<file path="src/common/nfc_defs.vh">
`ifndef NFC_DEFS_VH
`define NFC_DEFS_VH
// ============================================================
// Command codes
`define NFC_CMD_READ1      8'h00
`define NFC_CMD_READ2      8'h50
`define NFC_CMD_COPYBACK   8'h8a
`define NFC_CMD_ERASE_SET  8'h60
`define NFC_CMD_ERASE_GO   8'hd0
`define NFC_CMD_STATUS     8'h70
`define NFC_CMD_IDENT      8'h90
`define NFC_CMD_RESET      8'hff
`define NFC_CMD_LOCK_ALL   8'h2a
`define NFC_CMD_UNLOCK_LO  8'h23
`define NFC_CMD_UNLOCK_HI  8'h24
`define NFC_CMD_STICKY     8'h2c
// ============================================================
// User operation codes
`define NFC_OP_COPYBACK    3'h0
`define NFC_OP_ERASE       3'h1
`define NFC_OP_STATUS      3'h2
`define NFC_OP_IDENT       3'h3
`define NFC_OP_RESET       3'h4
`define NFC_OP_LOCK_ALL    3'h5
`define NFC_OP_UNLOCK      3'h6
`define NFC_OP_STICKY      3'h7
// ============================================================
// Status byte fields
`define NFC_ST_FAIL        0
`define NFC_ST_READY       6
`define NFC_ST_NOT_WP      7
`define NFC_ST_RESET_VAL   8'hc0
// ============================================================
// Address layout: row address bits start at A9
`define NFC_PLANE_BIT      5
`define NFC_BLOCK_LSB      5
// ============================================================
// Pin timing in ns, and derived cycle counts at 10 ns
`define NFC_CLK_NS         10
`define NFC_STROBE_NS      30
`define NFC_STROBE_CYC     ((`NFC_STROBE_NS + `NFC_CLK_NS - 1) / `NFC_CLK_NS)
`define NFC_BUSY_WAIT_NS   100
`define NFC_BUSY_WAIT_CYC  ((`NFC_BUSY_WAIT_NS + `NFC_CLK_NS - 1) / `NFC_CLK_NS)
`endif

</file>
<file path="src/logic/nfc_seq_rom.v">
`timescale 1ns/10ps
`include "nfc_defs.vh"
// ============================================================
// Cycle script per operation: registered read of {kind,data}
// kind: 0 cmd, 1 addr, 2 wait ready, 3 read, 4 end, 5 poll status
module nfc_seq_rom (
	input  wire        mclk,
	input  wire        reset_n,
	input  wire [2:0]  op,
	input  wire [3:0]  step,
	input  wire [23:0] row,
	input  wire [23:0] row2,
	output reg  [2:0]  kind,
	output reg  [7:0]  data
);
	// ============================================================
	// Script lookup
	always @(posedge mclk or negedge reset_n) begin
		if (!reset_n) begin
			kind <= 3'h4;
			data <= 8'h00;
		end else begin
			kind <= 3'h4;
			data <= 8'h00;
			case (op)
			`NFC_OP_COPYBACK: begin
				// Source read fills the page buffer; program only once it is ready
				case (step)
				4'h0: begin kind <= 3'h0; data <= `NFC_CMD_READ1; end
				4'h1: begin kind <= 3'h1; data <= 8'h00; end
				4'h2: begin kind <= 3'h1; data <= row[7:0]; end
				4'h3: begin kind <= 3'h1; data <= row[15:8]; end
				4'h4: kind <= 3'h2;
				4'h5: begin kind <= 3'h0; data <= `NFC_CMD_COPYBACK; end
				4'h6: begin kind <= 3'h1; data <= 8'h00; end
				4'h7: begin kind <= 3'h1; data <= row2[7:0]; end
				4'h8: begin kind <= 3'h1; data <= row2[15:8]; end
				4'h9: kind <= 3'h2;
				default: ;
				endcase
			end
			`NFC_OP_ERASE: begin
				case (step)
				4'h0: begin kind <= 3'h0; data <= `NFC_CMD_ERASE_SET; end
				4'h1: begin kind <= 3'h1; data <= {row[7:5], 5'h00}; end
				4'h2: begin kind <= 3'h1; data <= row[15:8]; end
				4'h3: begin kind <= 3'h0; data <= `NFC_CMD_ERASE_GO; end
				4'h4: begin kind <= 3'h5; data <= `NFC_CMD_STATUS; end
				default: ;
				endcase
			end
			`NFC_OP_STATUS: begin
				case (step)
				4'h0: begin kind <= 3'h0; data <= `NFC_CMD_STATUS; end
				4'h1: kind <= 3'h3;
				default: ;
				endcase
			end
			`NFC_OP_IDENT: begin
				case (step)
				4'h0: begin kind <= 3'h0; data <= `NFC_CMD_IDENT; end
				4'h1: begin kind <= 3'h1; data <= 8'h00; end
				4'h2: kind <= 3'h3;
				4'h3: kind <= 3'h3;
				default: ;
				endcase
			end
			`NFC_OP_RESET: begin
				case (step)
				4'h0: begin kind <= 3'h0; data <= `NFC_CMD_RESET; end
				4'h1: kind <= 3'h2;
				default: ;
				endcase
			end
			`NFC_OP_LOCK_ALL: begin
				if (step == 4'h0) begin
					kind <= 3'h0;
					data <= `NFC_CMD_LOCK_ALL;
				end
			end
			`NFC_OP_UNLOCK: begin
				case (step)
				4'h0: begin kind <= 3'h0; data <= `NFC_CMD_UNLOCK_LO; end
				4'h1: begin kind <= 3'h1; data <= {row[7:5], 5'h00}; end
				4'h2: begin kind <= 3'h1; data <= row[15:8]; end
				4'h3: begin kind <= 3'h0; data <= `NFC_CMD_UNLOCK_HI; end
				4'h4: begin kind <= 3'h1; data <= {row2[7:5], 5'h00}; end
				4'h5: begin kind <= 3'h1; data <= row2[15:8]; end
				default: ;
				endcase
			end
			default: begin
				if (step == 4'h0) begin
					kind <= 3'h0;
					data <= `NFC_CMD_STICKY;
				end
			end
			endcase
		end
	end
endmodule

</file>
<file path="src/logic/nfc_host.v">
`timescale 1ns/10ps
`include "nfc_defs.vh"
module nfc_host #(
	parameter STROBE_CYC = `NFC_STROBE_CYC,
	parameter WAIT_CYC   = `NFC_BUSY_WAIT_CYC
) (
	input  wire        mclk,
	input  wire        reset_n,
	input  wire        op_valid,
	output wire        op_ready,
	input  wire [2:0]  op_code,
	input  wire [23:0] op_row,
	input  wire [23:0] op_row2,
	input  wire        op_lock_enable,
	output reg         op_done,
	output reg         op_refused,
	output reg  [7:0]  rd_data,
	output reg         rd_valid,
	output reg  [7:0]  op_status,
	output reg         busy,
	output reg         chip_select_n,
	output reg         cmd_latch,
	output reg         addr_latch,
	output reg         input_strobe_n,
	output reg         output_strobe_n,
	output reg         write_protect_n,
	output reg         lock_feature_pin,
	output reg  [7:0]  io_out,
	output reg         io_oe,
	input  wire [7:0]  io_in,
	input  wire        ready_busy_n
);
	// ============================================================
	// States
	localparam S_IDLE  = 6'b000001;
	localparam S_FETCH = 6'b000010;
	localparam S_DECO  = 6'b000100;
	localparam S_LOW   = 6'b001000;
	localparam S_HIGH  = 6'b010000;
	localparam S_WAIT  = 6'b100000;
	// Reads stay low two cycles longer so the pin synchroniser holds settled data
	localparam [15:0] WR_LOW = STROBE_CYC[15:0];
	localparam [15:0] RD_LOW = STROBE_CYC[15:0] + 16'h0002;

	reg  [5:0]  state;
	reg  [2:0]  op;
	reg  [3:0]  step;
	reg  [23:0] row;
	reg  [23:0] row2;
	reg  [15:0] cnt;
	reg  [2:0]  cur_kind;
	reg  [7:0]  cur_data;
	reg         rb_meta;
	reg         rb_sync;
	reg  [7:0]  io_meta;
	reg  [7:0]  io_sync;
	reg         seen_busy;
	wire [2:0]  rom_kind;
	wire [7:0]  rom_data;

	// Requests that would break plane pairing are refused up front
	function plane_clash;
		input [2:0]  code;
		input [23:0] a;
		input [23:0] b;
		begin
			plane_clash = (code == `NFC_OP_COPYBACK) &&
				(a[`NFC_PLANE_BIT] != b[`NFC_PLANE_BIT]);
		end
	endfunction

	assign op_ready = (state == S_IDLE);

	nfc_seq_rom u_rom (
		.mclk    (mclk),
		.reset_n (reset_n),
		.op      (op),
		.step    (step),
		.row     (row),
		.row2    (row2),
		.kind    (rom_kind),
		.data    (rom_data)
	);

	// ============================================================
	// Pin synchronisers
	always @(posedge mclk or negedge reset_n) begin
		if (!reset_n) begin
			rb_meta <= 1'b1;
			rb_sync <= 1'b1;
			io_meta <= 8'h00;
			io_sync <= 8'h00;
		end else begin
			rb_meta <= ready_busy_n;
			rb_sync <= rb_meta;
			io_meta <= io_in;
			io_sync <= io_meta;
		end
	end

	// ============================================================
	// Sequencer
	always @(posedge mclk or negedge reset_n) begin
		if (!reset_n) begin
			state            <= S_IDLE;
			op               <= 3'h0;
			step             <= 4'h0;
			row              <= 24'h000000;
			row2             <= 24'h000000;
			cnt              <= 16'h0000;
			cur_kind         <= 3'h4;
			cur_data         <= 8'h00;
			seen_busy        <= 1'b0;
			op_done          <= 1'b0;
			op_refused       <= 1'b0;
			rd_data          <= 8'h00;
			rd_valid         <= 1'b0;
			op_status        <= `NFC_ST_RESET_VAL;
			busy             <= 1'b0;
			chip_select_n    <= 1'b1;
			cmd_latch        <= 1'b0;
			addr_latch       <= 1'b0;
			input_strobe_n   <= 1'b1;
			output_strobe_n  <= 1'b1;
			write_protect_n  <= 1'b0;
			lock_feature_pin <= 1'b0;
			io_out           <= 8'h00;
			io_oe            <= 1'b0;
		end else begin
			op_done          <= 1'b0;
			op_refused       <= 1'b0;
			rd_valid         <= 1'b0;
			write_protect_n  <= 1'b1;
			lock_feature_pin <= op_lock_enable;
			case (state)
			S_IDLE: begin
				busy          <= 1'b0;
				chip_select_n <= 1'b1;
				if (op_valid) begin
					if (plane_clash(op_code, op_row, op_row2)) begin
						op_refused <= 1'b1;
					end else begin
						op    <= op_code;
						row   <= op_row;
						row2  <= op_row2;
						step  <= 4'h0;
						busy  <= 1'b1;
						state <= S_FETCH;
					end
				end
			end
			S_FETCH: begin
				state <= S_DECO;
			end
			S_DECO: begin
				cur_kind  <= rom_kind;
				cur_data  <= rom_data;
				cnt       <= 16'h0000;
				seen_busy <= 1'b0;
				chip_select_n <= 1'b0;
				if (rom_kind == 3'h4) begin
					op_done <= 1'b1;
					state   <= S_IDLE;
				end else if (rom_kind == 3'h2) begin
					state <= S_WAIT;
				end else begin
					// Command, address or poll write; read lowers output strobe
					cmd_latch  <= (rom_kind == 3'h0) || (rom_kind == 3'h5);
					addr_latch <= (rom_kind == 3'h1);
					io_out     <= rom_data;
					io_oe      <= (rom_kind != 3'h3);
					if (rom_kind == 3'h3)
						output_strobe_n <= 1'b0;
					else
						input_strobe_n <= 1'b0;
					state <= S_LOW;
				end
			end
			S_LOW: begin
				cnt <= cnt + 16'h0001;
				if (cnt == ((cur_kind == 3'h3) ? RD_LOW : WR_LOW)) begin
					cnt <= 16'h0000;
					if (cur_kind == 3'h3) begin
						// Data held valid by device while strobe low
						rd_data  <= io_sync;
						rd_valid <= 1'b1;
						if (op == `NFC_OP_STATUS)
							op_status <= io_sync;
						output_strobe_n <= 1'b1;
					end else begin
						// Rising edge latches; D0h here starts erase
						input_strobe_n <= 1'b1;
					end
					state <= S_HIGH;
				end
			end
			S_HIGH: begin
				cnt <= cnt + 16'h0001;
				if (cnt == STROBE_CYC[15:0]) begin
					cmd_latch  <= 1'b0;
					addr_latch <= 1'b0;
					io_oe      <= 1'b0;
					cnt        <= 16'h0000;
					if (cur_kind == 3'h5)
						state <= S_WAIT;
					else begin
						step  <= step + 4'h1;
						state <= S_FETCH;
					end
				end
			end
			S_WAIT: begin
				// Allow busy to appear, then wait for ready
				if (cnt != WAIT_CYC[15:0])
					cnt <= cnt + 16'h0001;
				if (!rb_sync)
					seen_busy <= 1'b1;
				if (rb_sync && (seen_busy || cnt == WAIT_CYC[15:0])) begin
					if (cur_kind == 3'h5) begin
						// Poll status once ready; fail bit
						op    <= `NFC_OP_STATUS;
						step  <= 4'h1;
						state <= S_FETCH;
					end else begin
						step  <= step + 4'h1;
						state <= S_FETCH;
					end
				end
			end
			default: state <= S_IDLE;
			endcase
		end
	end
endmodule

</file>
<file path="config.mk">
export PLATFORM = sky130hd
export DESIGN_NAME = nfc_host
export DESIGN_NICKNAME = d
export VERILOG_FILES = /design/src/logic/nfc_seq_rom.v /design/src/logic/nfc_host.v
export VERILOG_INCLUDE_DIRS = /design/src /design/src/common
export SDC_FILE = /design/constraint.sdc
export NUM_CORES = 1
export LEC_CHECK = 0
export BUFFER_PORTS_ARGS = -buffer_cell sky130_fd_sc_hd__buf_2
export CAP_MARGIN = 20
export CORE_MARGIN = 2
export CORE_UTILIZATION = 35
export CTS_CLUSTER_SIZE = 30
export DETAILED_ROUTE_END_ITERATION = 6
export GPL_TIMING_DRIVEN = 1
export PLACE_DENSITY_LB_ADDON = 0.08
export SETUP_SLACK_MARGIN = 0.05
export SLEW_MARGIN = 10
export SYNTH_ARGS = -nofsm -noshare
export SYNTH_HDL_FRONTEND = slang
export SYNTH_SLANG_ARGS = --single-unit
</file>
<file path="constraint.sdc">
create_clock -name mclk -period 4.1 [get_ports mclk]
set_clock_uncertainty 0.15 [all_clocks]
set_input_delay 0.205 -clock mclk [delete_from_list [all_inputs] [get_ports mclk]]
set_output_delay 0.205 -clock mclk [all_outputs]
set_load 0.01 [all_outputs]
</file>
==> flow_metrics.env, run 1 <==
export IMPL_run_status="completed"
export IMPL_antenna_found_initial=0
export IMPL_drtAntennaViolNets=0
export IMPL_synth_net_count=622
export IMPL_drtIter0Drc=300
export IMPL_place_congestion=0.8759
export IMPL_leakage_uw=0.003593
export IMPL_num_vias=4806
export IMPL_hold_violations=0
export IMPL_reg2reg_depth=6
export IMPL_worstMarginPinSlew_ps=1005
export IMPL_clk_insertion_delay_late_ps=410
export IMPL_final_cells=915
export IMPL_cts_hold_buf=48
export IMPL_ys_types=74
export IMPL_path_clk_slew_ps=60
export IMPL_synth_enable_flop_cells=0
export IMPL_htree_num_levels=4
export IMPL_hp_start="io_meta[3]"
export IMPL_ys_ff_latch=130
export IMPL_yosys_warnings=0
export IMPL_syn_inst=552
export IMPL_cts_sinks=130
export IMPL_clk_path_buf_depth=2
export IMPL_yosysSeqAreaShare_pct=52.36
export IMPL_syn_to_final_growth_pct=26.94
export IMPL_die_w_um=137.5
export IMPL_cts_resized=0
export IMPL_pre_cts_slack_ps=1106
export IMPL_post_dp_hpwl_mm=10.54
export IMPL_placed_cells=835
export IMPL_fin_crit_ps=2986
export IMPL_max_clock_freq_mhz=334.9
export IMPL_synthTopCellsByArea="dfrtp_1, mux2_2, dfstp_2"
export IMPL_hold_end="io_sync[3]"
export IMPL_synth_top_area_cell="dfrtp_1"
export IMPL_nFillCells=1636
export IMPL_critical_path_required_ps=4250
export IMPL_crit_arrival_ps=3130
export IMPL_num_rows=48
export IMPL_rsz0062_at_grt="no"
export IMPL_synth_common_cells="dfrtp_1, mux2_2, nor2_1"
export IMPL_r2r_end="row[0]"
export IMPL_drc_errors=0
export IMPL_io_pins=101
export IMPL_syn_avg_cell_area_sq_um=11.30
export IMPL_synth_most_common_cell="dfrtp_1"
export IMPL_drive_gt1_share_pct=29.86
export IMPL_firstDrtPassIters=5
export IMPL_cts_buffers=17
export IMPL_cp_max_fo=33
export IMPL_die_area_sq_um=18900
export IMPL_grt_pass1_wl_mm=24.87
export IMPL_post_cts_buffers=0
export IMPL_async_reset_ff_share_pct=100.0
export IMPL_setup_viol=0
export IMPL_initial_utilization_pct=35.94
export IMPL_synth_top_area_share_pct=48.14
export IMPL_final_nets=747
export IMPL_grt_overflow=0
export IMPL_ff_latch_area_sq_um=3266
export IMPL_cts_tree="built"
export IMPL_io_buffers=84
export IMPL_r2r_slack_ps=1110
export IMPL_wl_per_cell_um=16.72
export IMPL_drt_vias_per_instance=5.252
export IMPL_multi_input_area_sq_um=2740
export IMPL_grt_pass1_vias=4718
export IMPL_fin_tns_setup_ps=0
export IMPL_synth_flop_cell="dfrtp_1"
export IMPL_cts_root_buf="clkbuf_16"
export IMPL_drv_slew=0
export IMPL_max_vdd_ir_drop_mv=0.3907
export IMPL_fin_util_pct=45.62
export IMPL_diodes=0
export IMPL_crit_path_end_kind="flop"
export IMPL_die_h_um=137.5
export IMPL_start_kind="flop"
export IMPL_powerDensity_nw_per_um2=586.5
export IMPL_worstHoldPathCells=0
export IMPL_grt_usage_pct=16.99
export IMPL_routed_wl_mm=15.30
export IMPL_finalCritPeriodShare_pct=72.82
export IMPL_relSlewSlack_pct=32.28
export IMPL_grt_max_degree=96
export IMPL_worstReg2RegStart="state[3]"
export IMPL_core_area_sq_um=17360
export IMPL_max_cap_viol_count=0
export IMPL_worstSetupPathType="reg -> reg"
export IMPL_total_power_uw=4644
export IMPL_hold_path_class="reg -> reg"
export IMPL_syn_cell_area_sq_um=6237
export IMPL_layout_setup_ws_ps=1114
-- registers in the layout (all words and copies together) (netlist names), 3 cells and up --
signal      cells
u_rom.data      8
cur_kind        3
rd_data         8
op_status       8
u_rom.kind      3
step            4
io_sync         8
row2           16
io_out          8
state           6
row            16
io_meta         8
cnt            16
op              3
-- layout by cell type, fill, tap and decap left out, types with 9 or more instances in the layout --
cell type and n:
mux2i_1 9, a21oi_1 24, o21ai_0 25, nor3_1 13, mux2_2 52, inv_1 9, dfstp_2 10, buf_2 83
clkbuf_16 17, nor2_1 40, nand2_1 39, dfrtp_1 120, and3_1 9, nand3_1 13, dlygate4sd3_1 48
-- cell type report --
class | count | share of cell area (%)
clock buffers | 18 | 5.547
inverters | 9 | 0.4267
flip-flops and latches | 130 | 41.25
repair buffers | 137 | 11.93
well taps | 225 | 3.556
multi-input cells | 382 | 34.61
clock inverters | 14 | 2.686
-- critical path, stage by stage (launching register included) --
cell     delay [ps]
dfrtp_1         460
or4_4           560
or3b_4          470
inv_1           200
and3_1          220
buf_4           390
mux2_2          390
-- per-stage QoR --
stage | hold WS, ps | area, sq um
finish | 198.9 | 7918
global route | 205.0 | 7918
CTS | 199.8 | 7918
detailed placement | 164.3 | 6785
global placement | 163.8 | 6785
floorplan | -240.6 | 6237
-- cell families (layout without fill, tap and decap cells) --
| logic type | after synthesis | in the layout | synth area share, % |
|---|---|---|---|
| simple gates | 178 | 178 | 15.75 |
| flops | 130 | 130 | 52.36 |
| compound gates | 118 | 118 | 13.28 |
| mux | 66 | 66 | 11.74 |
| buf+inv | 40 | 178 | 3.791 |
| xor+xnor | 13 | 13 | 1.825 |
| fa+ha+maj | 6 | 6 | 1.204 |
| other cells | 1 | 1 | 0.06012 |
-- report_power, final --
group,internal [uW],switching (uW)
Combinational,539,532
Sequential,1600,292
Clock,1060,620
-- routing by layer --
layer	vias to the layer above	routed length (um)	global-route usage, %	share of wire, %
met3	13	716	4.010	4.7
li1	2285	-	-	-
met2	126	7114	26.20	46
met4	0	208	5.040	1.4
met1	2382	7259	23.76	47
met5	-	0	0	0
-- worst max path at each step --
stage,cells after the start,slack [ps],from,endpoint
2_1_floorplan,8,1450,state[3],row2[10]
3_3_place_gp,6,1160,state[3],row[1]
3_5_place_dp,6,1110,cnt[9],op_status[5]
4_1_cts,6,1100,state[2],row[0]
5_1_grt,6,830,cnt[9],cnt[10]
6_report,6,1110,state[3],row[0]
No activity file was read; power rests on OpenSTA's default activity.
==> run 2: changes to the inputs <==
Settings changed: ABC_AREA set to 1.
Clock period 4.1 ns to 2.7 ns, I/O delays scaled along.
==> run 2 against run 1 <==
Clock power is 45% higher. Non-clock buffer count is 2 higher. Register-to-register slack worse by 660 ps.
==> flow_metrics.env, run 2 <==
export IMPL_run_status="completed"
export IMPL_synth_net_count=826
export IMPL_async_reset_ff_share_pct=100.0
export IMPL_clk_path_buf_depth=2
export IMPL_initial_utilization_pct=35.74
export IMPL_max_cap_viol_count=0
export IMPL_drtIter0Drc=286
export IMPL_p_seq_share_pct=40.3
export IMPL_die_h_um=139.4
export IMPL_cp_max_fo=12
export IMPL_grt_pass1_wl_mm=27.60
export IMPL_fin_tns_setup_ps=0
export IMPL_final_common_cell="nand2_1"
export IMPL_grt_usage_pct=17.72
export IMPL_drt_vias_per_instance=4.946
export IMPL_htree_num_levels=4
export IMPL_num_rows=49
export IMPL_grt_overflow=0
export IMPL_core_area_sq_um=17960
export IMPL_drive_gt1_share_pct=20.48
export IMPL_final_cell_mix="nand2_1, dfrtp_1, buf_2, inv_1, nor2_1"
export IMPL_routed_wl_mm=16.74
export IMPL_total_power_uw=6641
export IMPL_reg_top3="cnt x16, row2 x16, row x16"
export IMPL_p_int_uw=4577
export IMPL_synth_most_common_cell="nand2_1"
export IMPL_io_pins=101
export IMPL_yosys_warnings=0
export IMPL_setup_viol=0
export IMPL_antenna_found_initial=0
export IMPL_critical_path_required_ps=2880
export IMPL_post_dp_hpwl_mm=12.08
export IMPL_die_area_sq_um=19440
export IMPL_synth_enable_flop_cells=0
export IMPL_cts_hold_buf=47
export IMPL_num_vias=5648
export IMPL_grt_max_degree=78
export IMPL_cts_resized=0
export IMPL_diodes=0
export IMPL_post_cts_buffers=0
export IMPL_fin_util_pct=45.75
export IMPL_max_vdd_ir_drop_mv=0.4390
export IMPL_syn_to_final_growth_pct=28.03
export IMPL_io_buffers=84
export IMPL_start_kind="flop"
export IMPL_hold_path_class="in -> async"
export IMPL_syn_inst=756
export IMPL_combPwrFrac_pct=23.0
export IMPL_synth_top_area_cell="dfrtp_1"
export IMPL_switching_share_pct=31.07
export IMPL_cts_tree="built"
export IMPL_ys_ff_latch=130
export IMPL_grt_pass1_vias=5678
export IMPL_cts_buffers=17
export IMPL_rsz0062_at_grt="no"
export IMPL_worstSetupPathType="reg -> reg"
export IMPL_final_nets=970
export IMPL_placed_cells=1063
export IMPL_fin_crit_ps=2247
export IMPL_syn_avg_cell_area_sq_um=8.492
export IMPL_place_congestion=0.8987
export IMPL_worstMarginPinSlew_ps=869.7
export IMPL_p_switching_uw=2063
export IMPL_ys_types=44
export IMPL_drtAntennaViolNets=0
export IMPL_finalCritPeriodShare_pct=83.21
export IMPL_synthTopCellsByArea="dfrtp_1, nand2_1, inv_1"
export IMPL_leakage_uw=0.004057
export IMPL_nFillCells=1744
export IMPL_synth_flop_cell="dfrtp_1"
export IMPL_relSlewSlack_pct=41.81
export IMPL_hold_slack_ps=180.5
export IMPL_drv_slew=0
export IMPL_synth_top_area_share_pct=46.77
export IMPL_drc_errors=0
export IMPL_clk_insertion_delay_late_ps=410
export IMPL_synth_common_cells="nand2_1, dfrtp_1, inv_1"
export IMPL_wl_per_cell_um=14.66
export IMPL_yosysSeqAreaShare_pct=50.87
export IMPL_cts_root_buf="clkbuf_16"
export IMPL_powerDensity_nw_per_um2=808.0
export IMPL_path_clk_slew_ps=60
export IMPL_die_w_um=139.4
export IMPL_clkPwrFrac_pct=36.7
export IMPL_hold_violations=0
export IMPL_syn_cell_area_sq_um=6420
export IMPL_cts_sinks=130
export IMPL_max_clock_freq_mhz=445.1
export IMPL_firstDrtPassIters=5
export IMPL_final_cells=1142
export IMPL_crit_arrival_ps=2430
export IMPL_crit_path_end_kind="flop"
-- run 2: final cells by class --
cell class,count,area [sq um],share of cell area [%]
timing repair buffer,139,969.7,11.80
clock buffer,19,442.9,5.389
clock inverter,13,186.4,2.268
multi-input combinational,528,2753,33.49
inverter,84,315.3,3.836
sequential,130,3266,39.73
tap,229,286.5,3.486
-- run 2: power groups by stage --
stage | clock network (uW) | logic (uW) | registers, uW
after global placement | 0 | 1450 | 2700
after global routing | 2600 | 1700 | 2730
after CTS | 2500 | 1540 | 2680
final | 2440 | 1530 | 2680
after detailed placement | 0 | 1490 | 2710
after floorplan | 0 | 1020 | 2660
-- run 2: worst max-delay path: stages (launching register included) --
cell	delay, ps
dfrtp_1	450
inv_1	120
ha_1	180
inv_1	50
nor2_1	670
nand2_1	180
nand2_1	100
nor2_1	40
nor2_1	80
nor2_1	50
nand4_1	90
-- run 2: routing by layer --
layer	GRT usage, %	vias up	routed length (um)
met5	0	-	0
met4	4.413	0	199
met3	4.370	16	663
met2	30.11	143	8056
met1	22.78	2693	7819
li1	-	2796	-
-- run 2: final timing paths --
| check | endpoint | start | depth (start not counted) | slack, ps |
|---|---|---|---|---|
| worst max register to register | u_rom.data[5] | step[0] | 10 | 450 |
| worst min register to register | io_sync[5] | io_meta[5] | 0 | 190 |
| worst min-delay path | cnt[10] | reset_n | 2 | 180 |
| min in group mclk | io_sync[5] | io_meta[5] | 0 | 190 |
| max in group asynchronous | cur_kind[2] | reset_n | 3 | 1410 |
| worst max-delay path | u_rom.data[5] | step[0] | 10 | 450 |
-- run 2: through the flow --
step / setup slack (ps) / area, sq um
after detailed placement: 458.2 / 7119
after global placement: 500.6 / 7119
after floorplan: 991.5 / 6420
after CTS: 438.5 / 8219
final: 453.4 / 8219
after global routing: 247.6 / 8219
-- run 2: cells by family after synthesis --
| family | after synthesis | synth area share, % |
|---|---|---|
| buffers and inverters | 98 | 6.256 |
| AO/OA/AOI/OAI | 113 | 11.07 |
| other | 1 | 0.05841 |
| adder cells (fa/ha/maj) | 6 | 1.169 |
| multiplexers | 21 | 3.684 |
| XOR/XNOR | 6 | 0.8185 |
| AND/OR/NAND/NOR | 381 | 26.08 |
| flip-flops | 130 | 50.87 |
==> run 3: changes to the inputs <==
Clock period 2.7 ns to 1.95 ns, I/O delays scaled along.
==> run 3 against run 2 <==
The flow now finishes with violations (negative hold slack). Flip-flop and latch count unchanged. Cell count is 5.9% higher. Via count rose by 5.2%. Final area is 10% higher. Non-clock buffer count rose by 65. Critical path depth is 1 lower. Die area unchanged. Critical path type unchanged.
==> flow_metrics.env, run 3 (synthesis gave the netlist of run 2 again) <==
export IMPL_run_status="finished with violations"
export IMPL_violations="negative hold slack"
export IMPL_finalCritPeriodShare_pct=96.20
export IMPL_drt_vias_per_instance=4.916
export IMPL_drive_gt1_share_pct=31.12
export IMPL_reg_top3="cnt x16, row2 x16, row x16"
export IMPL_slowest_delay_ps=550
export IMPL_start_kind="flop"
export IMPL_cts_root_buf="clkbuf_16"
export IMPL_crit_path_end_kind="flop"
export IMPL_grt_pass1_vias=5971
export IMPL_hp_start="op_code[0]"
export IMPL_final_nets=1037
export IMPL_hold_path_class="in -> reg"
export IMPL_worstSetupPathType="reg -> reg"
export IMPL_max_cap_viol_count=0
export IMPL_num_rows=49
export IMPL_syn_to_final_growth_pct=41.12
export IMPL_io_pins=101
export IMPL_layout_setup_ws_ps=74.04
export IMPL_final_cell_mix="nand2_1, dfrtp_1, buf_2, inv_1, buf_4"
export IMPL_crit_chain="inv_1, nand3_2, a21oi_1, nor3_4, buf_6, nand3_4, buf_12, nand2_4, o21ai_2"
export IMPL_max_vdd_ir_drop_mv=0.7294
export IMPL_core_area_sq_um=17960
export IMPL_globalRouteMet3Util_pct=4.783
export IMPL_initial_utilization_pct=35.74
export IMPL_cts_tree="built"
export IMPL_powerDensity_nw_per_um2=1076
export IMPL_die_area_sq_um=19440
export IMPL_htree_num_levels=4
export IMPL_final_common_cell="nand2_1"
export IMPL_drv_slew=0
export IMPL_drtAntennaViolNets=0
export IMPL_max_clock_freq_mhz=533.1
export IMPL_fin_crit_ps=1876
export IMPL_critPathBufInv=3
export IMPL_routed_wl_mm=17.97
export IMPL_rsz0062_at_grt="yes"
export IMPL_grt_usage_pct=19.03
export IMPL_cts_sinks=130
export IMPL_critPathSlowestCell="dfstp_2"
export IMPL_crit_arrival_ps=2040
export IMPL_io_buffers=84
export IMPL_drc_errors=0
export IMPL_use_met1_pct=24.20
export IMPL_path_clk_slew_ps=60
export IMPL_firstDrtPassIters=5
export IMPL_post_dp_hpwl_mm=12.58
export IMPL_leakage_uw=0.004492
export IMPL_grt_pass1_wl_mm=29.53
export IMPL_cp_startpoint="cur_kind[2]"
export IMPL_setup_viol=0
export IMPL_num_vias=5944
export IMPL_worstReg2RegStart="cur_kind[2]"
export IMPL_grt_overflow=0
export IMPL_cp_max_fo=8
export IMPL_wl_per_cell_um=14.87
export IMPL_postPlaceCellArea_sq_um=7515
export IMPL_hold_slack_ps=-34.09
export IMPL_drtIter0Drc=252
export IMPL_clk_path_buf_depth=2
export IMPL_nFillCells=1747
export IMPL_die_h_um=139.4
export IMPL_busiest_layer="met2"
export IMPL_met2_usage_pct=31.89
export IMPL_final_area_sq_um=9060
export IMPL_cts_buffers=17
export IMPL_critical_path_top_delay_family="flip-flops"
export IMPL_grt_max_degree=67
export IMPL_clk_insertion_delay_late_ps=430
export IMPL_diodes=0
export IMPL_die_w_um=139.4
export IMPL_critical_path_required_ps=2110
export IMPL_pre_cts_slack_ps=13.73
export IMPL_hold_violations=1
export IMPL_antenna_found_initial=0
export IMPL_place_congestion=0.8720
-- run 3: cell count changes in the layout (fill, tap and decap cells not counted), moves of 5 or more --
cell and delta:
buf_4 +55, nand2_2 +11, o21ai_1 +5, nor2_1 -13, inv_2 +5, nor2_4 +6
inv_6 +6, o21ai_0 -5, nor2_2 +8, nand2_4 +9, nand2_1 -20
-- run 3: final cells by class --
cell class	count	area, sq um	area share [%]
Sequential cell	130	3268	36.07
Multi-Input combinational cell	529	2967	32.74
Timing Repair Buffer	204	1543	17.03
Clock buffer	19	452.9	4.999
Inverter	84	319.1	3.522
Tap cell	229	286.5	3.163
Clock inverter	13	219.0	2.417
Timing Repair inverter	1	5.005	0.05524
-- run 3: metal layers --
layer | vias to the layer above | wire (um)
met3 | 25 | 748
met5 | - | 0
met2 | 136 | 8822
li1 | 2929 | -
met1 | 2854 | 8123
met4 | 0 | 280
-- run 3: timing repair --
action	4_1_cts	5_1_grt
buffers inserted	2	15
hold buffers	47	1
gates cloned	1	2
setup endpoints to repair	19	87
endpoints found under the hold margin	177	1
pin swaps	1	16
resized for setup	1	75
-- run 3: per-stage QoR --
| step | setup TNS (ps) | std cells | utilization, % | total power [uW] |
|---|---|---|---|---|
| final | 0 | 1209 | 50.44 | 9746 |
| after global routing | -53.47 | 1209 | 50.44 | 10310 |
| after CTS | 0 | 1191 | 48.32 | 9745 |
| after detailed placement | 0 | 1109 | 41.83 | 5963 |
| after global placement | 0 | 1109 | 41.83 | 5909 |
| after floorplan | 0 | 756 | - | 5096 |
-- run 3: power breakdown --
part / switching [uW] / internal, uW
logic: 1400 / 992
clock network: 1270 / 2360
registers: 383 / 3330
-- run 3: path summary, 6_finish.rpt --
kind                                end  slack (ps)  cells past startpoint
hold / removal               op_refused         -30                      6
setup reg to reg           op_status[2]          70                      9
setup / recovery           op_status[2]          70                      9
max in group asynchronous       cnt[13]         780                      3
min in group asynchronous         io_oe         100                      3
hold reg to reg                 rb_sync         200                      0
-- run 3: worst min-delay path: stages --
cell and delay (ps):
buf_2 90, nor2_1 40, nand2_1 60, a21oi_2 50
nand2_1 110, nor2_1 50
